<file path="src/design/irq_tb_cfg.svh">
// offsets, field positions, reset values and counts for the interrupt unit
// assumes a 32-bit apb slave with one register per aligned word
`ifndef IRQ_TB_CFG_SVH
`define IRQ_TB_CFG_SVH

// register byte addresses
`define OFF_PRESCALER     12'h000
`define OFF_TB_ZERO       12'h004
`define OFF_TB_ONE        12'h008
`define OFF_IRQ_ENABLE    12'h00C
`define OFF_IRQ_FLAG      12'h010
`define OFF_SRC_ENABLE    12'h014
`define OFF_SRC_FLAG      12'h018
`define OFF_CORE_STATUS   12'h01C

// time base control fields
`define TB_ON_BIT         7
`define TB_PERIOD_MSB     2
`define PSC_SEL_MSB       1
`define TB_BASE_EXP       8

// irq enable / flag bit positions
`define IRQ_CONV          0
`define IRQ_TB0           1
`define IRQ_TB1           2
`define IRQ_MF0           3
`define IRQ_MF1           4
`define IRQ_MF2           5
`define IRQ_GLOBAL        7

// source flag bit positions
`define SRC_TM0_A         0
`define SRC_TM0_P         1
`define SRC_TM1_A         2
`define SRC_TM1_P         3
`define SRC_EEPROM        4
`define SRC_LOW_VOLT      5

// reset values and the quarter counter value that gives the divided tick
`define RST_BYTE          8'h00
`define QUARTER_DIV       2'h3

`endif

</file>
<file path="src/design/irq_tb_pkg.sv">
// types shared by the interrupt and time base unit
// assumes nothing beyond a systemverilog compiler
package irq_tb_pkg;

	// vector numbers handed to the core
	typedef enum logic [2:0] {
		VEC_CONV = 3'h0,
		VEC_TB0  = 3'h1,
		VEC_TB1  = 3'h2,
		VEC_MF0  = 3'h3,
		VEC_MF1  = 3'h4,
		VEC_MF2  = 3'h5
	} vector_e;

	// vector handshake states, one-hot
	typedef enum logic [1:0] {
		ST_IDLE = 2'b01,
		ST_ACK  = 2'b10
	} vec_state_e;

endpackage : irq_tb_pkg

</file>
<file path="src/design/irq_timebase_unit.sv">
// interrupt request, vectoring and two time base generators
// assumes apb master on sys_clk_i, a core that takes vectors and returns,
// and peripheral event strobes one cycle wide, synchronous to sys_clk_i
// limitation: one vector stands at a time; others wait as flags
//
// The APB interface to the registers and the register addresses were left to the implementer.
`include "irq_tb_cfg.svh"

// How it works
// - source select: 00 core clock, 01 core clock over four, 1x low clock
// - prescaler bits 7..2 read zero, writes ignored
// - bit 7 of each time base control turns it on, resets off
// - time base zero times out every 2^(8+N) source clocks
// - time base one does the same with its own N field
// - conversion done sets its flag, servicing clears it
// - vector only with global, own and merged enables and room on stack
// - three merged interrupts built from timer, eeprom, low voltage
// - merged flag sets when any enabled member source flag is set
// - merged service clears merged flag and global enable only
// - eeprom write end sets flag, needs own and merged enable
// - low voltage or low sense input sets flag, hardware never clears
// - each timer gives compare A and P flags with enables into merged
// - any service clears global enable
// - any flag rising edge wakes device, enables ignored
// - flags stay set while disabled until serviced or cleared
// - only the program counter is pushed on vectoring
// - interrupt exit sets global enable, plain exit leaves it clear
// - each time base overflow sets its flag, service clears it
// - requests latch while disabled; no acknowledge while stack full
module irq_timebase_unit (
	// clock and reset
	input  wire logic        sys_clk_i,
	input  wire logic        reset_i,
	// apb slave
	input  wire logic        psel_i,
	input  wire logic        penable_i,
	input  wire logic        pwrite_i,
	input  wire logic [11:0] paddr_i,
	input  wire logic [31:0] pwdata_i,
	input  wire logic [3:0]  pstrb_i,
	output logic      [31:0] prdata_o,
	output logic             pready_o,
	output logic             pslverr_o,
	// peripheral events
	input  wire logic        low_clock_tick_i,
	input  wire logic        conversion_end_i,
	input  wire logic        eeprom_write_end_i,
	input  wire logic        supply_low_i,
	input  wire logic        external_voltage_sense_input_i,
	input  wire logic [1:0]  timer_module_match_a_i,
	input  wire logic [1:0]  timer_module_match_p_i,
	// processor core
	input  wire logic        stack_full_i,
	input  wire logic        vector_taken_i,
	input  wire logic        interrupt_exit_instruction_i,
	input  wire logic        subroutine_exit_instruction_i,
	output logic             vector_request_o,
	output logic      [2:0]  vector_number_o,
	output logic             push_pc_o,
	output logic             wake_up_o
);

	// software registers
	logic [1:0] prescaler_source_select_reg;
	logic       time_base_zero_on_reg;
	logic [2:0] time_base_zero_period_reg;
	logic       time_base_one_on_reg;
	logic [2:0] time_base_one_period_reg;
	logic [7:0] irq_enable_reg;
	logic [7:0] irq_flag_reg;
	logic [7:0] irq_flag_next;
	logic [5:0] src_enable_reg;
	logic [5:0] src_flag_reg;
	logic [5:0] src_flag_next;
	logic [7:0] flags_prev_reg;
	logic [1:0] quarter_reg;
	logic [14:0] tb0_count_reg;
	logic [14:0] tb1_count_reg;
	logic        psc_tick;
	logic        tb0_tick;
	logic        tb1_tick;
	logic        wr_en;
	logic        rd_en;
	logic        addr_ok;
	logic [5:0]  pending;
	logic [5:0]  grant;
	logic [7:0]  wdata;
	logic        global_irq_enable;
	irq_tb_pkg::vec_state_e state_reg;
	logic [2:0]  vec_reg;
	logic [7:0]  irq_enable_next;
	logic        service;

	// apb decode: every access ends in one cycle, unmapped gives slverr
	// pstrb_i[0] guards writes: only lane 0 carries bits, so a write
	// with upper strobes alone is dropped
	assign wdata   = pwdata_i[7:0];
	assign wr_en   = psel_i && penable_i && pwrite_i && pstrb_i[0];
	assign rd_en   = psel_i && penable_i && !pwrite_i;
	assign addr_ok = (paddr_i[1:0] == 2'h0) &&
	                 (paddr_i <= `OFF_CORE_STATUS);
	assign pready_o  = 1'b1;
	assign pslverr_o = psel_i && penable_i && !addr_ok;
	assign global_irq_enable = irq_enable_reg[`IRQ_GLOBAL];
	// a vector counts as serviced on the edge at which the core takes it
	assign service = (state_reg == irq_tb_pkg::ST_ACK) && vector_taken_i;

	// prescaler tick in sys_clk_i cycles
	// the quarter counter free-runs, so after a select change the first
	// divided tick comes within four cycles
	always_ff @(posedge sys_clk_i or posedge reset_i) begin
		if (reset_i) begin
			quarter_reg <= 2'h0;
		end else begin
			quarter_reg <= quarter_reg + 2'h1;
		end
	end

	// source clock is an enable pulse, so the dividers stay on one clock
	always_comb begin
		if (prescaler_source_select_reg[1]) begin
			psc_tick = low_clock_tick_i;
		end else if (prescaler_source_select_reg[0]) begin
			psc_tick = (quarter_reg == `QUARTER_DIV);
		end else begin
			psc_tick = 1'b1;
		end
	end

	// time base zero divider, held clear while off
	// clearing it while off makes the first period after switch-on full
	always_ff @(posedge sys_clk_i or posedge reset_i) begin
		if (reset_i) begin
			tb0_count_reg <= 15'h0000;
		end else if (!time_base_zero_on_reg) begin
			tb0_count_reg <= 15'h0000;
		end else if (psc_tick) begin
			tb0_count_reg <= tb0_count_reg + 15'h0001;
		end
	end

	// time base one divider, held clear while off
	// same as time base zero, on its own enable
	always_ff @(posedge sys_clk_i or posedge reset_i) begin
		if (reset_i) begin
			tb1_count_reg <= 15'h0000;
		end else if (!time_base_one_on_reg) begin
			tb1_count_reg <= 15'h0000;
		end else if (psc_tick) begin
			tb1_count_reg <= tb1_count_reg + 15'h0001;
		end
	end

	// time-out when the low 8+N bits are all ones on a source tick
	// the tick lands on the last source tick of a period, so the divider
	// wraps by itself and the next period starts from zero
	always_comb begin
		tb0_tick = time_base_zero_on_reg && psc_tick &&
			(&(tb0_count_reg | ~(15'h7FFF >>
			(3'h7 - time_base_zero_period_reg))));
		tb1_tick = time_base_one_on_reg && psc_tick &&
			(&(tb1_count_reg | ~(15'h7FFF >>
			(3'h7 - time_base_one_period_reg))));
	end

	// prescaler and time base control registers
	// a new period field applies at once; the running count is kept, so
	// the first time-out after the change may come early or late
	always_ff @(posedge sys_clk_i or posedge reset_i) begin
		if (reset_i) begin
			prescaler_source_select_reg <= 2'h0;
			time_base_zero_on_reg       <= 1'b0;
			time_base_zero_period_reg   <= 3'h0;
			time_base_one_on_reg        <= 1'b0;
			time_base_one_period_reg    <= 3'h0;
		end else if (wr_en) begin
			case (paddr_i)
				`OFF_PRESCALER: begin
					prescaler_source_select_reg <= wdata[1:0];
				end
				`OFF_TB_ZERO: begin
					time_base_zero_on_reg     <= wdata[`TB_ON_BIT];
					time_base_zero_period_reg <= wdata[2:0];
				end
				`OFF_TB_ONE: begin
					time_base_one_on_reg     <= wdata[`TB_ON_BIT];
					time_base_one_period_reg <= wdata[2:0];
				end
				default: begin
				end
			endcase
		end
	end

	// source enables
	// member enables gate which sources feed their merged flag
	always_ff @(posedge sys_clk_i or posedge reset_i) begin
		if (reset_i) begin
			src_enable_reg <= 6'h00;
		end else if (wr_en && paddr_i == `OFF_SRC_ENABLE) begin
			src_enable_reg <= wdata[5:0];
		end
	end

	// source flags: hardware set beats a software clear in the same cycle
	// a level on the supply or sense input keeps setting the low voltage
	// flag; software can clear it only once the level has gone
	always_comb begin
		src_flag_next = src_flag_reg;
		if (wr_en && paddr_i == `OFF_SRC_FLAG) begin
			src_flag_next = wdata[5:0];
		end
		src_flag_next[`SRC_TM0_A] |= timer_module_match_a_i[0];
		src_flag_next[`SRC_TM0_P] |= timer_module_match_p_i[0];
		src_flag_next[`SRC_TM1_A] |= timer_module_match_a_i[1];
		src_flag_next[`SRC_TM1_P] |= timer_module_match_p_i[1];
		src_flag_next[`SRC_EEPROM] |= eeprom_write_end_i;
		src_flag_next[`SRC_LOW_VOLT] |= supply_low_i ||
			external_voltage_sense_input_i;
	end

	// source flags are never touched by servicing
	// hardware only ever sets them, so the low voltage flag sticks
	always_ff @(posedge sys_clk_i or posedge reset_i) begin
		if (reset_i) begin
			src_flag_reg <= 6'h00;
		end else begin
			src_flag_reg <= src_flag_next;
		end
	end

	// pending requests, enabled and not blocked by a full stack
	// a full stack gates the whole set, so it holds back every vector,
	// not only the one that would have been taken
	always_comb begin
		pending = irq_flag_reg[5:0] & irq_enable_reg[5:0] &
			{6{global_irq_enable && !stack_full_i}};
		grant = pending & (~pending + 6'h01); // lowest bit first
	end

	// top-level flags: set by events, cleared by service or software
	always_comb begin
		irq_flag_next = irq_flag_reg;
		if (wr_en && paddr_i == `OFF_IRQ_FLAG) begin
			irq_flag_next = {2'h0, wdata[5:0]};
		end
		if (state_reg == irq_tb_pkg::ST_ACK && vector_taken_i) begin
			irq_flag_next[vec_reg] = 1'b0;
		end
		irq_flag_next[`IRQ_CONV] |= conversion_end_i;
		irq_flag_next[`IRQ_TB0]  |= tb0_tick;
		irq_flag_next[`IRQ_TB1]  |= tb1_tick;
		// a merged flag re-sets while an enabled member stays set, so
		// software clears the member before returning
		// merged groups: timer 0, timer 1, eeprom plus low voltage
		irq_flag_next[`IRQ_MF0] |= |(src_flag_reg[1:0] &
			src_enable_reg[1:0]);
		irq_flag_next[`IRQ_MF1] |= |(src_flag_reg[3:2] &
			src_enable_reg[3:2]);
		irq_flag_next[`IRQ_MF2] |= |(src_flag_reg[5:4] &
			src_enable_reg[5:4]);
	end

	// flags hold until serviced or cleared, whatever the enables
	// a request seen while disabled waits here for the global enable
	always_ff @(posedge sys_clk_i or posedge reset_i) begin
		if (reset_i) begin
			irq_flag_reg <= `RST_BYTE;
		end else begin
			irq_flag_reg <= irq_flag_next;
		end
	end

	// enables: software owns the source bits; the global bit also follows
	// service and exit, and a service clear beats both of them
	always_comb begin
		irq_enable_next = irq_enable_reg;
		if (wr_en && paddr_i == `OFF_IRQ_ENABLE) begin
			irq_enable_next = {wdata[7], 1'b0, wdata[5:0]};
		end
		if (interrupt_exit_instruction_i) begin
			irq_enable_next[`IRQ_GLOBAL] = 1'b1;
		end
		if (service) begin
			irq_enable_next[`IRQ_GLOBAL] = 1'b0;
		end
		// plain subroutine exit leaves the global enable alone
	end

	// a source enable written in the service cycle is kept, not dropped
	always_ff @(posedge sys_clk_i or posedge reset_i) begin
		if (reset_i) begin
			irq_enable_reg <= `RST_BYTE;
		end else begin
			irq_enable_reg <= irq_enable_next;
		end
	end

	// vector handshake: request held until the core takes it
	// number and request stand until the take; a flag that software
	// clears meanwhile still gets its vector, and the service then
	// clears it once more, which is harmless
	always_ff @(posedge sys_clk_i or posedge reset_i) begin
		if (reset_i) begin
			state_reg <= irq_tb_pkg::ST_IDLE;
			vec_reg   <= 3'h0;
		end else begin
			case (state_reg)
				irq_tb_pkg::ST_IDLE: begin
					if (|grant) begin
						state_reg <= irq_tb_pkg::ST_ACK;
						for (int i = 0; i < 6; i++) begin
							if (grant[i]) begin
								vec_reg <= 3'(i);
							end
						end
					end
				end
				irq_tb_pkg::ST_ACK: begin
					if (vector_taken_i) begin
						state_reg <= irq_tb_pkg::ST_IDLE;
					end
				end
				// an illegal code falls back to idle instead of locking up
				default: begin
					state_reg <= irq_tb_pkg::ST_IDLE;
				end
			endcase
		end
	end

	// the core pushes only its program counter on the taken edge
	// the push is combinational so the core sees it in the take cycle
	assign vector_request_o = (state_reg == irq_tb_pkg::ST_ACK);
	assign vector_number_o  = vec_reg;
	assign push_pc_o = vector_request_o && vector_taken_i;

	// rising edge of any flag wakes the core; enables play no part
	// limitation: a flag already high cannot rise, so a preset flag
	// keeps its source from waking the core
	always_ff @(posedge sys_clk_i or posedge reset_i) begin
		if (reset_i) begin
			flags_prev_reg <= 8'h00;
			wake_up_o      <= 1'b0;
		end else begin
			flags_prev_reg <= {src_flag_reg, irq_flag_reg[5:4]};
			wake_up_o <= |({src_flag_reg, irq_flag_reg[5:4]} &
				~flags_prev_reg) ||
				|(irq_flag_next[3:0] & ~irq_flag_reg[3:0]);
		end
	end

	// read data, registered; reserved bits read zero
	// loaded in the setup cycle so it stands through the access phase;
	// a flag that sets during the access shows on the next read
	always_ff @(posedge sys_clk_i or posedge reset_i) begin
		if (reset_i) begin
			prdata_o <= 32'h0000_0000;
		end else if (psel_i && !penable_i && !pwrite_i) begin
			case (paddr_i)
				`OFF_PRESCALER: prdata_o <= {30'h0, prescaler_source_select_reg};
				`OFF_TB_ZERO: prdata_o <= {24'h0, time_base_zero_on_reg,
					4'h0, time_base_zero_period_reg};
				`OFF_TB_ONE: prdata_o <= {24'h0, time_base_one_on_reg,
					4'h0, time_base_one_period_reg};
				`OFF_IRQ_ENABLE: prdata_o <= {24'h0, irq_enable_reg};
				`OFF_IRQ_FLAG: prdata_o <= {24'h0, irq_flag_reg};
				`OFF_SRC_ENABLE: prdata_o <= {26'h0, src_enable_reg};
				`OFF_SRC_FLAG: prdata_o <= {26'h0, src_flag_reg};
				`OFF_CORE_STATUS: prdata_o <= {28'h0, stack_full_i,
					vec_reg};
				default: prdata_o <= 32'h0000_0000;
			endcase
		end
	end

endmodule : irq_timebase_unit

</file>
<file path="config.mk">
export PLATFORM = sky130hd
export DESIGN_NAME = irq_timebase_unit
export DESIGN_NICKNAME = d
export VERILOG_FILES = /design/src/design/irq_tb_pkg.sv /design/src/design/irq_timebase_unit.sv
export VERILOG_INCLUDE_DIRS = /design/src /design/src/design
export SDC_FILE = /design/constraint.sdc
export NUM_CORES = 1
export LEC_CHECK = 0
export BUFFER_PORTS_ARGS = -buffer_cell sky130_fd_sc_hd__buf_2
export CELL_PAD_IN_SITES_DETAIL_PLACEMENT = 0
export CELL_PAD_IN_SITES_GLOBAL_PLACEMENT = 1
export CORE_ASPECT_RATIO = 0.5
export CORE_MARGIN = 4
export CORE_UTILIZATION = 35
export CTS_CLUSTER_DIAMETER = 40
export DETAILED_ROUTE_END_ITERATION = 10
export GPL_TIMING_DRIVEN = 0
export PLACE_DENSITY_LB_ADDON = 0.1
export SLEW_MARGIN = 15
export SYNTH_ARGS = -nofsm -noshare
export SYNTH_HDL_FRONTEND = slang
export SYNTH_SLANG_ARGS = --single-unit
</file>
<file path="constraint.sdc">
create_clock -name sys_clk_i -period 3.13 [get_ports sys_clk_i]
set_input_delay 0.626 -clock sys_clk_i [delete_from_list [all_inputs] [get_ports sys_clk_i]]
set_output_delay 0.626 -clock sys_clk_i [all_outputs]
set_load 0.01 [all_outputs]
</file>
; ---- Word-level counts from Yosys, hierarchy flattened
; Index checks and enable logic that the tools add are counted.
; Widths: inputs -> output; s select.
[word_totals]
register_bits = 115
in_bits = 66
out_inout_bits = 40
wordCells = 137
[op_classes]
addsub = 6
order_cmp = 3
n_eq_ne = 14
shift = 2
muxes = 24
bitwise = 29
reduce_logical = 41
[ops]
columns = operator, n
row1 = $pmux 8 s8, 1
row2 = $mux 15, 4
row3 = $eq 12x5->1 const B, 4
row4 = $add 15x1->15 const B, 2
row5 = $not 15->15, 2
row6 = $or 15x15->15, 2
row7 = $reduce_and 15->1, 2
row8 = $shr 15x3->15 const A, 2
row9 = $eq 12x4->1 const B, 2
row10 = $mux 8, 3
row11 = $and 6x6->6, 3
row12 = $logic_and 1x1->1, 18
row13 = $mux 3, 6
row14 = $and 8x8->8, 2
row15 = $not 8->8, 2
row16 = $eq 12x3->1 const B, 1
row17 = $le 12x5->1 const B, 1
row18 = $logic_not 12->1, 1
row19 = $or 1x1->1, 12
row20 = $reduce_and 2->1, 4
row21 = $reduce_or 8->1, 1
row22 = $add 6x1->6 const B, 1
row23 = $and 2x2->2, 3
row24 = $mux 6, 1
row25 = 24 further kinds, 39

; ---- Depth between registers and ports, before layout
; Gate-level depths: netlist of the first run.
[logic_depth]
ltp_word = 12
depth_mapped = 7

; ---- Worst setup path after synthesis of the first run
; No wires, ideal clock.
[synth_path]
kind = input to register
start = input paddr_i[9]
end = register src_enable_reg[2]
arrival_ns = 1.952
required_ns = 3.005
path_slack_ns = 1.053
path_stages = 4
n_path_buf = 0
path_cell_list = nor4_4 > nand4_2 > nor4b_4 > mux2_2
[synth_between]
elab_chain_cells = 2
[synth_lines]
columns = item, line_no
row1 = from (decl), irq_timebase_unit.sv:38  ; input wire logic [11:0] paddr_i,
row2 = $eq 12x5->1, -
row3 = $logic_and 1x1->1 (no source line), -
row4 = to (signal assigned), irq_timebase_unit.sv:201  ; src_enable_reg <= wdata[5:0];
row5 = to (decl), irq_timebase_unit.sv:72  ; logic [5:0] src_enable_reg;
; Every way passes these cells.
; A chain may end at the register's enable or synchronous reset.

; ---- Worst setup path after layout of the first run
[layout_path]
start = input paddr_i[9]
end = output pslverr_o
[layout_between]
elab_chain_cells = 4
[layout_lines]
columns = item, line_no
row1 = $le 12x5->1 (no source line), -
row2 = $logic_and 1x1->1, irq_timebase_unit.sv:100  ; assign addr_ok = (paddr_i[1:0] == 2'h0) &&
row3 = $logic_not 1->1, irq_timebase_unit.sv:103  ; assign pslverr_o = psel_i && penable_i && !addr_ok;
row4 = $logic_and 1x1->1, irq_timebase_unit.sv:103
row5 = to (decl), irq_timebase_unit.sv:43  ; output logic pslverr_o,
; Every way passes these cells.

==> run metrics, run 1 <==
status=completed; Avg Inst Size Synth=10.1 sq um; PD cells=407 nW/um^2; Slew headroom=48.8%; Worst Tran Pin Value=0.763 ns; 1st-iter DRT viols=222; crit end category=output port; placed cells=753; Post-CTS Setup Repair Bufs=0; routed vias=3709; static leakage power=2.70 nW; CTS clock-pin slew for the worst setup and hold paths=0.07 ns; final critical-path required period=2.31 ns; Initial Util=36.1%; Clock Skews=0.00661 ns; post-cts sizing count=0; worst r2r src=quarter_reg[0]; first-pass GRT wire length=20.2 mm; Total Routing Usage GR=16.0%; fin. max-slew vios=0; Fill cells=1383; Fin. Hold Viols=0; sequential-to-total area share from yosys stat=46.2%; DIE HEIGHT=91.9 um; IO Count=106; worst skew pair latency=0.34 ns; hold slack=0.186 ns; final setup vio count=0; nets@finish=641; drt pass-1 iters=4; Max Clock Freq=0.433 GHz; CTS Hold Bufs=0; gr ovfl total=0; Root Driver=clkbuf_16; ant diodes=0; DRT Wirelength=12.3 mm; Crit Path Class=input pin to output port; cell area after synthesis=4930 sq um; port buffer count=51; drt drc=0; fin crit share=73.8%; CP arrival=1.68 ns; Cell variety after synth=65; Max-Cap Viols=0; post-DP HPWL=9.12 mm; Async SR Flop Fraction=100%; Num CTS Buffers=9; Via density=4.82; post-DR wirelength/cell=16.0 um; core footprint=13700 sq um; CP max FO=6; initial antenna violation count=0; YS warnings=0; Layout area overhead=18.1%; CP Launch Type=input pin; min-delay worst type=input pin to async pin; Clock Path Buffers=2; Post-Layout Cell Count=769; cell count after synthesis=486; Num Clock Sinks=91; Seq cells post-synth=91; RSZ-0062 raised after global routing=false; CTS tree=done; largest net degree at the start of global routing=81; # H-tree levels=3; Die X=176 um; Die ar.=16200 sq um; share of layout cells above drive strength 1=24.1%; Post-synth EDFFs=0; Crit path required time=2.50 ns; Peak VDD IR=0.000202 V; Most used DFF post-synth=dfrtp_1; vias in the first global route=3645; Site Rows=30; Crit. Startpoint=paddr_i[9]; Post-DRT Antenna Nets=0; Final GP Congestion=0.795
==> critical path, cell delays in order <==
cell     delay [ns]
buf_2          0.11
nor4_4         0.40
nand3_4        0.19
and3_1         0.22
buf_2          0.13
==> placed cells by master, fill, tap and decap left out, drive strengths merged, types with 3 or more instances in the layout <==
| master | count |
|---|---|
| xor2 | 14 |
| buf | 82 |
| nor2 | 21 |
| xnor2 | 12 |
| clkbuf | 21 |
| or2 | 3 |
| and3 | 8 |
| dfrtp | 90 |
| nor2b | 14 |
| nand2b | 9 |
| a32oi | 3 |
| inv | 18 |
| a211oi | 4 |
| nand4 | 8 |
| or3 | 4 |
| mux2i | 13 |
| a22oi | 9 |
| nand2 | 43 |
| nor4 | 4 |
| ha | 3 |
| and2 | 28 |
| o21ai | 23 |
| nor3 | 24 |
| a31oi | 4 |
| a21oi | 13 |
| o31ai | 5 |
| conb | 25 |
| mux2 | 25 |
| nand3 | 13 |
==> cell families after synthesis <==
kind of cell / after synthesis / share of synthesized area, %
XOR/XNOR: 26 / 4.62
AND/OR/NAND/NOR: 188 / 22.1
adder cells (fa/ha/maj): 3 / 0.762
AO/OA/AOI/OAI: 79 / 10.5
other: 2 / 0.152
multiplexers: 40 / 9.27
buffers and inverters: 57 / 6.37
flip-flops: 91 / 46.2
==> layer usage <==
| layer | track usage, % | wire (um) | vias up |
|---|---|---|---|
| met1 | 23.3 | 6120 | 1781 |
| met5 | 0 | 0 | - |
| met2 | 24.3 | 5480 | 88 |
| li1 | - | - | 1830 |
| met4 | 3.76 | 110 | 0 |
| met3 | 3.42 | 605 | 10 |
==> worst paths after layout <==
path | to | slack (ns) | cells after the start
min in group sys_clk_i | quarter_reg[0] | 0.43 | 1
worst min register to register | quarter_reg[0] | 0.43 | 1
worst max-delay path | pslverr_o | 0.82 | 5
worst max register to register | tb1_count_reg[5] | 1.11 | 7
worst min-delay path | tb0_count_reg[4] | 0.19 | 2
max in group asynchronous | state_reg[0] | 2.27 | 3
==> final cells by class <==
cell class                 count  area [sq um]  area share (%)
multi-input combinational    361          2420            41.6
sequential                    91          2280            39.2
timing repair buffer          52           283            4.86
clock buffer                  12           246            4.24
buffer                        39           246            4.24
tap                          192           240            4.13
inverter                      18          72.6            1.25
clock inverter                 4          28.8           0.495
==> through the flow <==
stage	total power [W]	setup TNS (ns)	utilization (%)	cell area, sq um	setup WS (ns)
CTS	0.00241	0	42.6	5820	0.807
global route	0.00248	0	42.6	5820	0.760
floorplan	0.00130	0	-	5010	0.142
global placement	0.00136	-106.19	40.3	5510	-1.19
finish	0.00237	0	42.6	5820	0.820
detailed placement	0.00137	0	40.6	5540	0.565
==> power by group <==
| group | internal [W] | switching (W) | leakage, nW |
|---|---|---|---|
| Clock | 0.000561 | 0.000463 | 0.129 |
| Sequential | 0.00118 | 0.00000115 | 1.16 |
| Combinational | 0.0000621 | 0.000101 | 1.41 |
| Total | 0.00180 | 0.000566 | 2.70 |
==> synth_stat cells, drive strengths merged (3+ instances only) <==
| library cell | number | area [sq um] |
|---|---|---|
| nand4 | 8 | 56.3 |
| mux2 | 25 | 282 |
| mux2i | 13 | 130 |
| or2 | 3 | 21.3 |
| nor3 | 24 | 141 |
| xnor2 | 12 | 105 |
| a211oi | 4 | 30.0 |
| and3 | 8 | 50.1 |
| nand2b | 9 | 56.3 |
| nor2b | 14 | 87.6 |
| o21ai | 23 | 115 |
| clkbuf | 9 | 35.0 |
| ha | 3 | 37.5 |
| a21oi | 13 | 65.1 |
| inv | 18 | 67.6 |
| dfrtp | 90 | 2250 |
| or3 | 4 | 26.3 |
| and2 | 28 | 175 |
| a31oi | 4 | 25.0 |
| a22oi | 9 | 67.6 |
| nor2 | 21 | 78.8 |
| xor2 | 14 | 123 |
| nor4 | 4 | 61.3 |
| nand3 | 13 | 82.6 |
| buf | 30 | 211 |
| a32oi | 3 | 26.3 |
| o31ai | 5 | 37.5 |
| nand2 | 43 | 161 |
Note: power is estimated with default switching activity, not from simulation.
==> inputs of run 2 (changes only) <==
clock period = 1.95 ns   (was 3.13 ns; I/O delays follow)
==> run metrics, run 2 (synthesis gave the netlist of run 1 again) <==
port buffer count=51; met3 wire length=581 um; commonest non-fill, non-tap cell in the layout=dfrtp_1; Post-Layout Cell Count=775; placed cells=754; CTS tree=done; Clock Path Buffers=2; CP Launch Type=flip-flop; IO Count=106; drt drc=0; min-delay worst type=input pin to async pin; PD cells=661 nW/um^2; Comb pwr share=6.8%; worst skew pair latency=0.34 ns; Layout Utilization=43.3%; fin. max-slew vios=0; first-pass GRT wire length=20.6 mm; status=completed; Site Rows=30; share of layout cells above drive strength 1=25.6%; fin crit share=95.0%; post-DR wirelength/cell=16.0 um; Die X=176 um; Num Clock Sinks=91; RSZ-0062 raised after global routing=true; post-DP HPWL=9.38 mm; CP max FO=5; Fill cells=1380; Post-DRT Antenna Nets=0; Crit path required time=2.14 ns; top routing layer used=met4; final setup vio count=0; WL met2=5.35 mm; internal reg-to-reg setup slack=0.1 ns; DIE HEIGHT=91.9 um; Flop pwr share=48.4%; CTS Hold Bufs=0; worst r2r src=quarter_reg[0]; final critical-path required period=1.85 ns; CP arrival=2.04 ns; CTS clock-pin slew for the worst setup and hold paths=0.07 ns; Root Driver=clkbuf_16; setup TNS=0 ns; length of routed wiring on met1=6.38 mm; sequential cell area=2280 sq um; Pint=0.00302 W; clock share of power=44.9%; Crit. Startpoint=quarter_reg[0]; drt pass-1 iters=4; routed vias=3692; crit end category=flip-flop; worst r2r path cells=6; commonest cells after routing, fill and taps aside=dfrtp_1 (89), buf_2 (55), nand2_1 (43); vias in the first global route=3751; Fin. Hold Viols=0; ant diodes=0; Psw=0.000890 W; Crit Path Class=flip-flop to flip-flop; Max Clock Freq=0.540 GHz; Initial Util=36.1%; Die ar.=16200 sq um; gr ovfl total=0; Clock Skews=0.00874 ns; Multi-input gate area=2430 sq um; sw frac=22.8%; nets@finish=647; hold slack=0.173 ns; static leakage power=2.75 nW; Num CTS Buffers=9; Peak VDD IR=0.000370 V; DRT Wirelength=12.4 mm; initial antenna violation count=0; 1st-iter DRT viols=171; Max-Cap Viols=0; Via density=4.76; Worst Tran Pin Value=0.755 ns; Layout area overhead=20.0%; largest net degree at the start of global routing=34; Final GP Congestion=0.801; # H-tree levels=3; core footprint=13700 sq um; Slew headroom=49.6%; Total Routing Usage GR=16.2%
run 2: cell count changes in the layout (fill, tap and decap cells not counted), sizes merged:
cell,previous run,this run
buf,82,89
clkinv,2,0
clkinvlp,2,4
bufinv,0,1
clkbuf,21,20
inv,18,17
run 2: per-stage QoR:
| stage | worst slack [ns] | instance area (sq um) | power (W) |
|---|---|---|---|
| 2_1_floorplan | 0.0346 | 5020 | 0.00209 |
| 3_3_place_gp | -0.363 | 5510 | 0.00218 |
| 3_5_place_dp | -0.346 | 5550 | 0.00219 |
| 4_1_cts | 0.00596 | 5860 | 0.00397 |
| 5_1_grt | -0.0306 | 5920 | 0.00411 |
| 6_report | 0.0976 | 5920 | 0.00391 |
run 2: repair_timing:
item,CTS,global route
pin swaps,0,2
buffers inserted,0,6
gates resized for setup,1,7
endpoints found under the setup margin,2,16
run 2: layout make-up:
cell class              instances  area share, %
flip-flops and latches         91           38.5
inverters                      18           1.21
plain buffers                  38           4.10
clock inverters                 4          0.888
repair buffers                 59           5.96
well taps                     192           4.06
multi-input cells             361           41.1
clock buffers                  12           4.17
run 2: power groups by stage:
| stage | sequential (W) | combinational (W) | clock, W |
|---|---|---|---|
| 4_1_cts | 0.00189 | 0.000268 | 0.00182 |
| 3_3_place_gp | 0.00193 | 0.000256 | 0 |
| 5_1_grt | 0.00189 | 0.000297 | 0.00193 |
| 6_report | 0.00189 | 0.000265 | 0.00175 |
| 2_1_floorplan | 0.00193 | 0.000159 | 0 |
| 3_5_place_dp | 0.00193 | 0.000267 | 0 |
run 2: metal layers:
layer | vias to the layer above | track usage, %
li1 | 1839 | -
met1 | 1766 | 23.5
met2 | 78 | 25.2
met3 | 9 | 3.58
met4 | 0 | 3.11
met5 | - | 0
run 2: worst max-delay path, cell delays in order (launching register included):
cell      delay [ns]
dfrtp_1         0.38
ha_1            0.21
or3b_4          0.40
nand4_1         0.27
nor2_2          0.12
a32oi_1         0.21
o211ai_1        0.11
run 2: worst paths after layout:
path | end
max in group asynchronous | state_reg[0]
min in group sys_clk_i | src_flag_reg[0]
worst min-delay path | tb1_count_reg[2]
worst max-delay path | wake_up_o
worst max register to register | wake_up_o
worst min register to register | quarter_reg[0]
==> inputs of run 3 (changes only) <==
ABC_AREA = 1   (was default)
BUFFER_PORTS_ARGS = -buffer_cell sky130_fd_sc_hd__clkbuf_2   (was -buffer_cell sky130_fd_sc_hd__buf_2)
==> run metrics, run 3 <==
status=completed; CTS Hold Bufs=0; IO Count=106; Peak VDD IR=0.000282 V; Avg Inst Size Synth=8.04 sq um; worst r2r path cells=9; post-cts sizing count=0; slowest CP cell=dfstp_2; final setup vio count=0; Num Clock Sinks=91; gr ovfl total=0; post-DR wirelength/cell=14.0 um; Flop pwr share=46.8%; r2r endpoint=wake_up_o; sequential-to-total area share from yosys stat=46.2%; CP arrival=1.36 ns; fin. max-slew vios=0; Total Routing Usage GR=16.3%; Tot Pwr=0.00406 W; 1st-iter DRT viols=266; setup TNS=0 ns; Crit path max-delay family=flip-flops; crit end category=output port; core footprint=13700 sq um; Comb pwr share=5.7%; drt drc=0; routed vias=4166; vias in the first global route=4065; top cells by count, synth=nand2_1 (149), dfrtp_1 (90), inv_1 (85), o21ai_0 (49), a21oi_1 (36); internal reg-to-reg setup slack=0.30 ns; Post-synth EDFFs=0; Die ar.=16200 sq um; Max-Cap Viols=0; Fin. Hold Viols=0; CP Launch Type=flip-flop; Crit path required time=1.56 ns; Post-Layout Cell Count=899; Fill cells=1420; Die X=176 um; placed cell areas=5580 sq um; Async SR Flop Fraction=100%; Crit Path Class=flip-flop to output port; Root Driver=clkbuf_16; cell taking the most area after synthesis=dfrtp_1; Post-CTS Setup Repair Bufs=0; CTS clock-pin slew for the worst setup and hold paths=0.07 ns; post-DP HPWL=9.77 mm; CP cell instances=nor2_2 > nand2_1 > inv_1 > clkbuf_2; Cell variety after synth=45; ant diodes=0; PD cells=687 nW/um^2; Pint=0.00314 W; CP bufs+invs=2; Num CTS Buffers=9; DIE HEIGHT=92.0 um; Initial Util=36.1%; crit path capture=push_pc_o; static leakage power=2.88 nW; Crit. Startpoint=state_reg[0]; drt pass-1 iters=4; synth top area cells=dfrtp_1 (46%), nand2_1 (11%), inv_1 (6.5%); Seq cells post-synth=91; RSZ-0062 raised after global routing=false; Max Clock Freq=0.573 GHz; cell area after synthesis=4940 sq um; post-route cell area=5910 sq um; Via density=4.63; Clock Path Buffers=2; final critical-path required period=1.75 ns; instance count on the critical path=4; worst skew pair latency=0.34 ns; Slew headroom=63.5%; Site Rows=30; commonest cells after routing, fill and taps aside=nand2_1 (149), dfrtp_1 (90), inv_1 (84); Most used DFF post-synth=dfrtp_1; clock share of power=47.5%; commonest non-fill, non-tap cell in the layout=nand2_1; min-delay worst type=input pin to async pin; placed cells=883; Synth top area share=45.6%; fin crit share=89.6%; share of layout cells above drive strength 1=21.4%; Clock Skews=0.00604 ns; Worst path max stage delay=0.54 ns; DRT Wirelength=12.6 mm; CTS tree=done; cell count after synthesis=614; Post-DRT Antenna Nets=0; Worst Tran Pin Value=0.544 ns; # H-tree levels=3; YS warnings=0; sw frac=22.7%; Final GP Congestion=0.804; worst r2r src=quarter_reg[0]; Psw=0.000919 W; first-pass GRT wire length=20.9 mm; most frequent cell after synthesis=nand2_1; port buffer count=51; CP max FO=5; initial antenna violation count=0; largest net degree at the start of global routing=28; nets@finish=771; Layout area overhead=19.7%
run 3: changes by cell type after synthesis, sizes merged, moves of 14 or more:
cell,delta
nand2,+113
inv,+74
o21ai,+42
and2,-28
mux2,-25
nor2,+25
nand3,+24
a21oi,+23
nor2b,-14
xor2,-14
run 3: kinds of logic (layout without fill, tap and decap cells):
family          count (synthesis)  after routing  share of synthesized area, %
simple gates                  271            271                          26.6
other cells                     2             25                         0.152
fa+ha+maj                       3              3                         0.761
flops                          91             91                          46.2
compound gates                125            125                          14.7
buf+inv                       122            192                          11.6
run 3: routing by layer:
metal	up-vias	routed length, um	track usage, %
li1	2140	-	-
met4	0	108	2.92
met1	1936	6360	23.5
met5	-	0	0
met3	12	491	3.54
met2	78	5660	25.4
run 3: worst min-delay path by stage:
| stage | start | endpoint | slack, ns | cells past startpoint |
|---|---|---|---|---|
| after floorplan | src_flag_reg[5] | flags_prev_reg[7] | 0.37 | 0 |
| after global placement | src_flag_reg[5] | flags_prev_reg[7] | 0.40 | 0 |
| after detailed placement | src_flag_reg[5] | flags_prev_reg[7] | 0.40 | 0 |
| after CTS | reset_i | tb0_count_reg[13] | 0.08 | 2 |
| after global routing | reset_i | tb0_count_reg[13] | 0.11 | 2 |
| final | reset_i | tb0_count_reg[13] | 0.08 | 2 |
run 3: layout make-up:
type | instances | area (sq um) | area share (%)
buffer | 30 | 226 | 3.83
clock inverter | 6 | 86.3 | 1.46
inverter | 92 | 349 | 5.91
clock buffer | 10 | 239 | 4.05
multi-input combinational | 424 | 2170 | 36.8
tap | 192 | 240 | 4.07
sequential | 91 | 2280 | 38.6
timing repair buffer | 54 | 315 | 5.34
run 3: power groups by stage:
stage	Sequential, W	Clock (W)	Combinational, W
after floorplan	0.00193	0	0.000136
after global placement	0.00193	0	0.000216
after detailed placement	0.00193	0	0.000233
after CTS	0.00190	0.00197	0.000233
after global routing	0.00190	0.00205	0.000260
final	0.00190	0.00193	0.000230
run 3: metrics by stage:
stage	util, %	setup WS [ns]	hold WS (ns)
final	43.2	0.203	0.0774
after global routing	43.2	0.129	0.112
after CTS	43.2	0.199	0.0849
after detailed placement	40.9	0.116	0.395
after global placement	40.4	-0.241	0.396
after floorplan	-	0.497	0.374
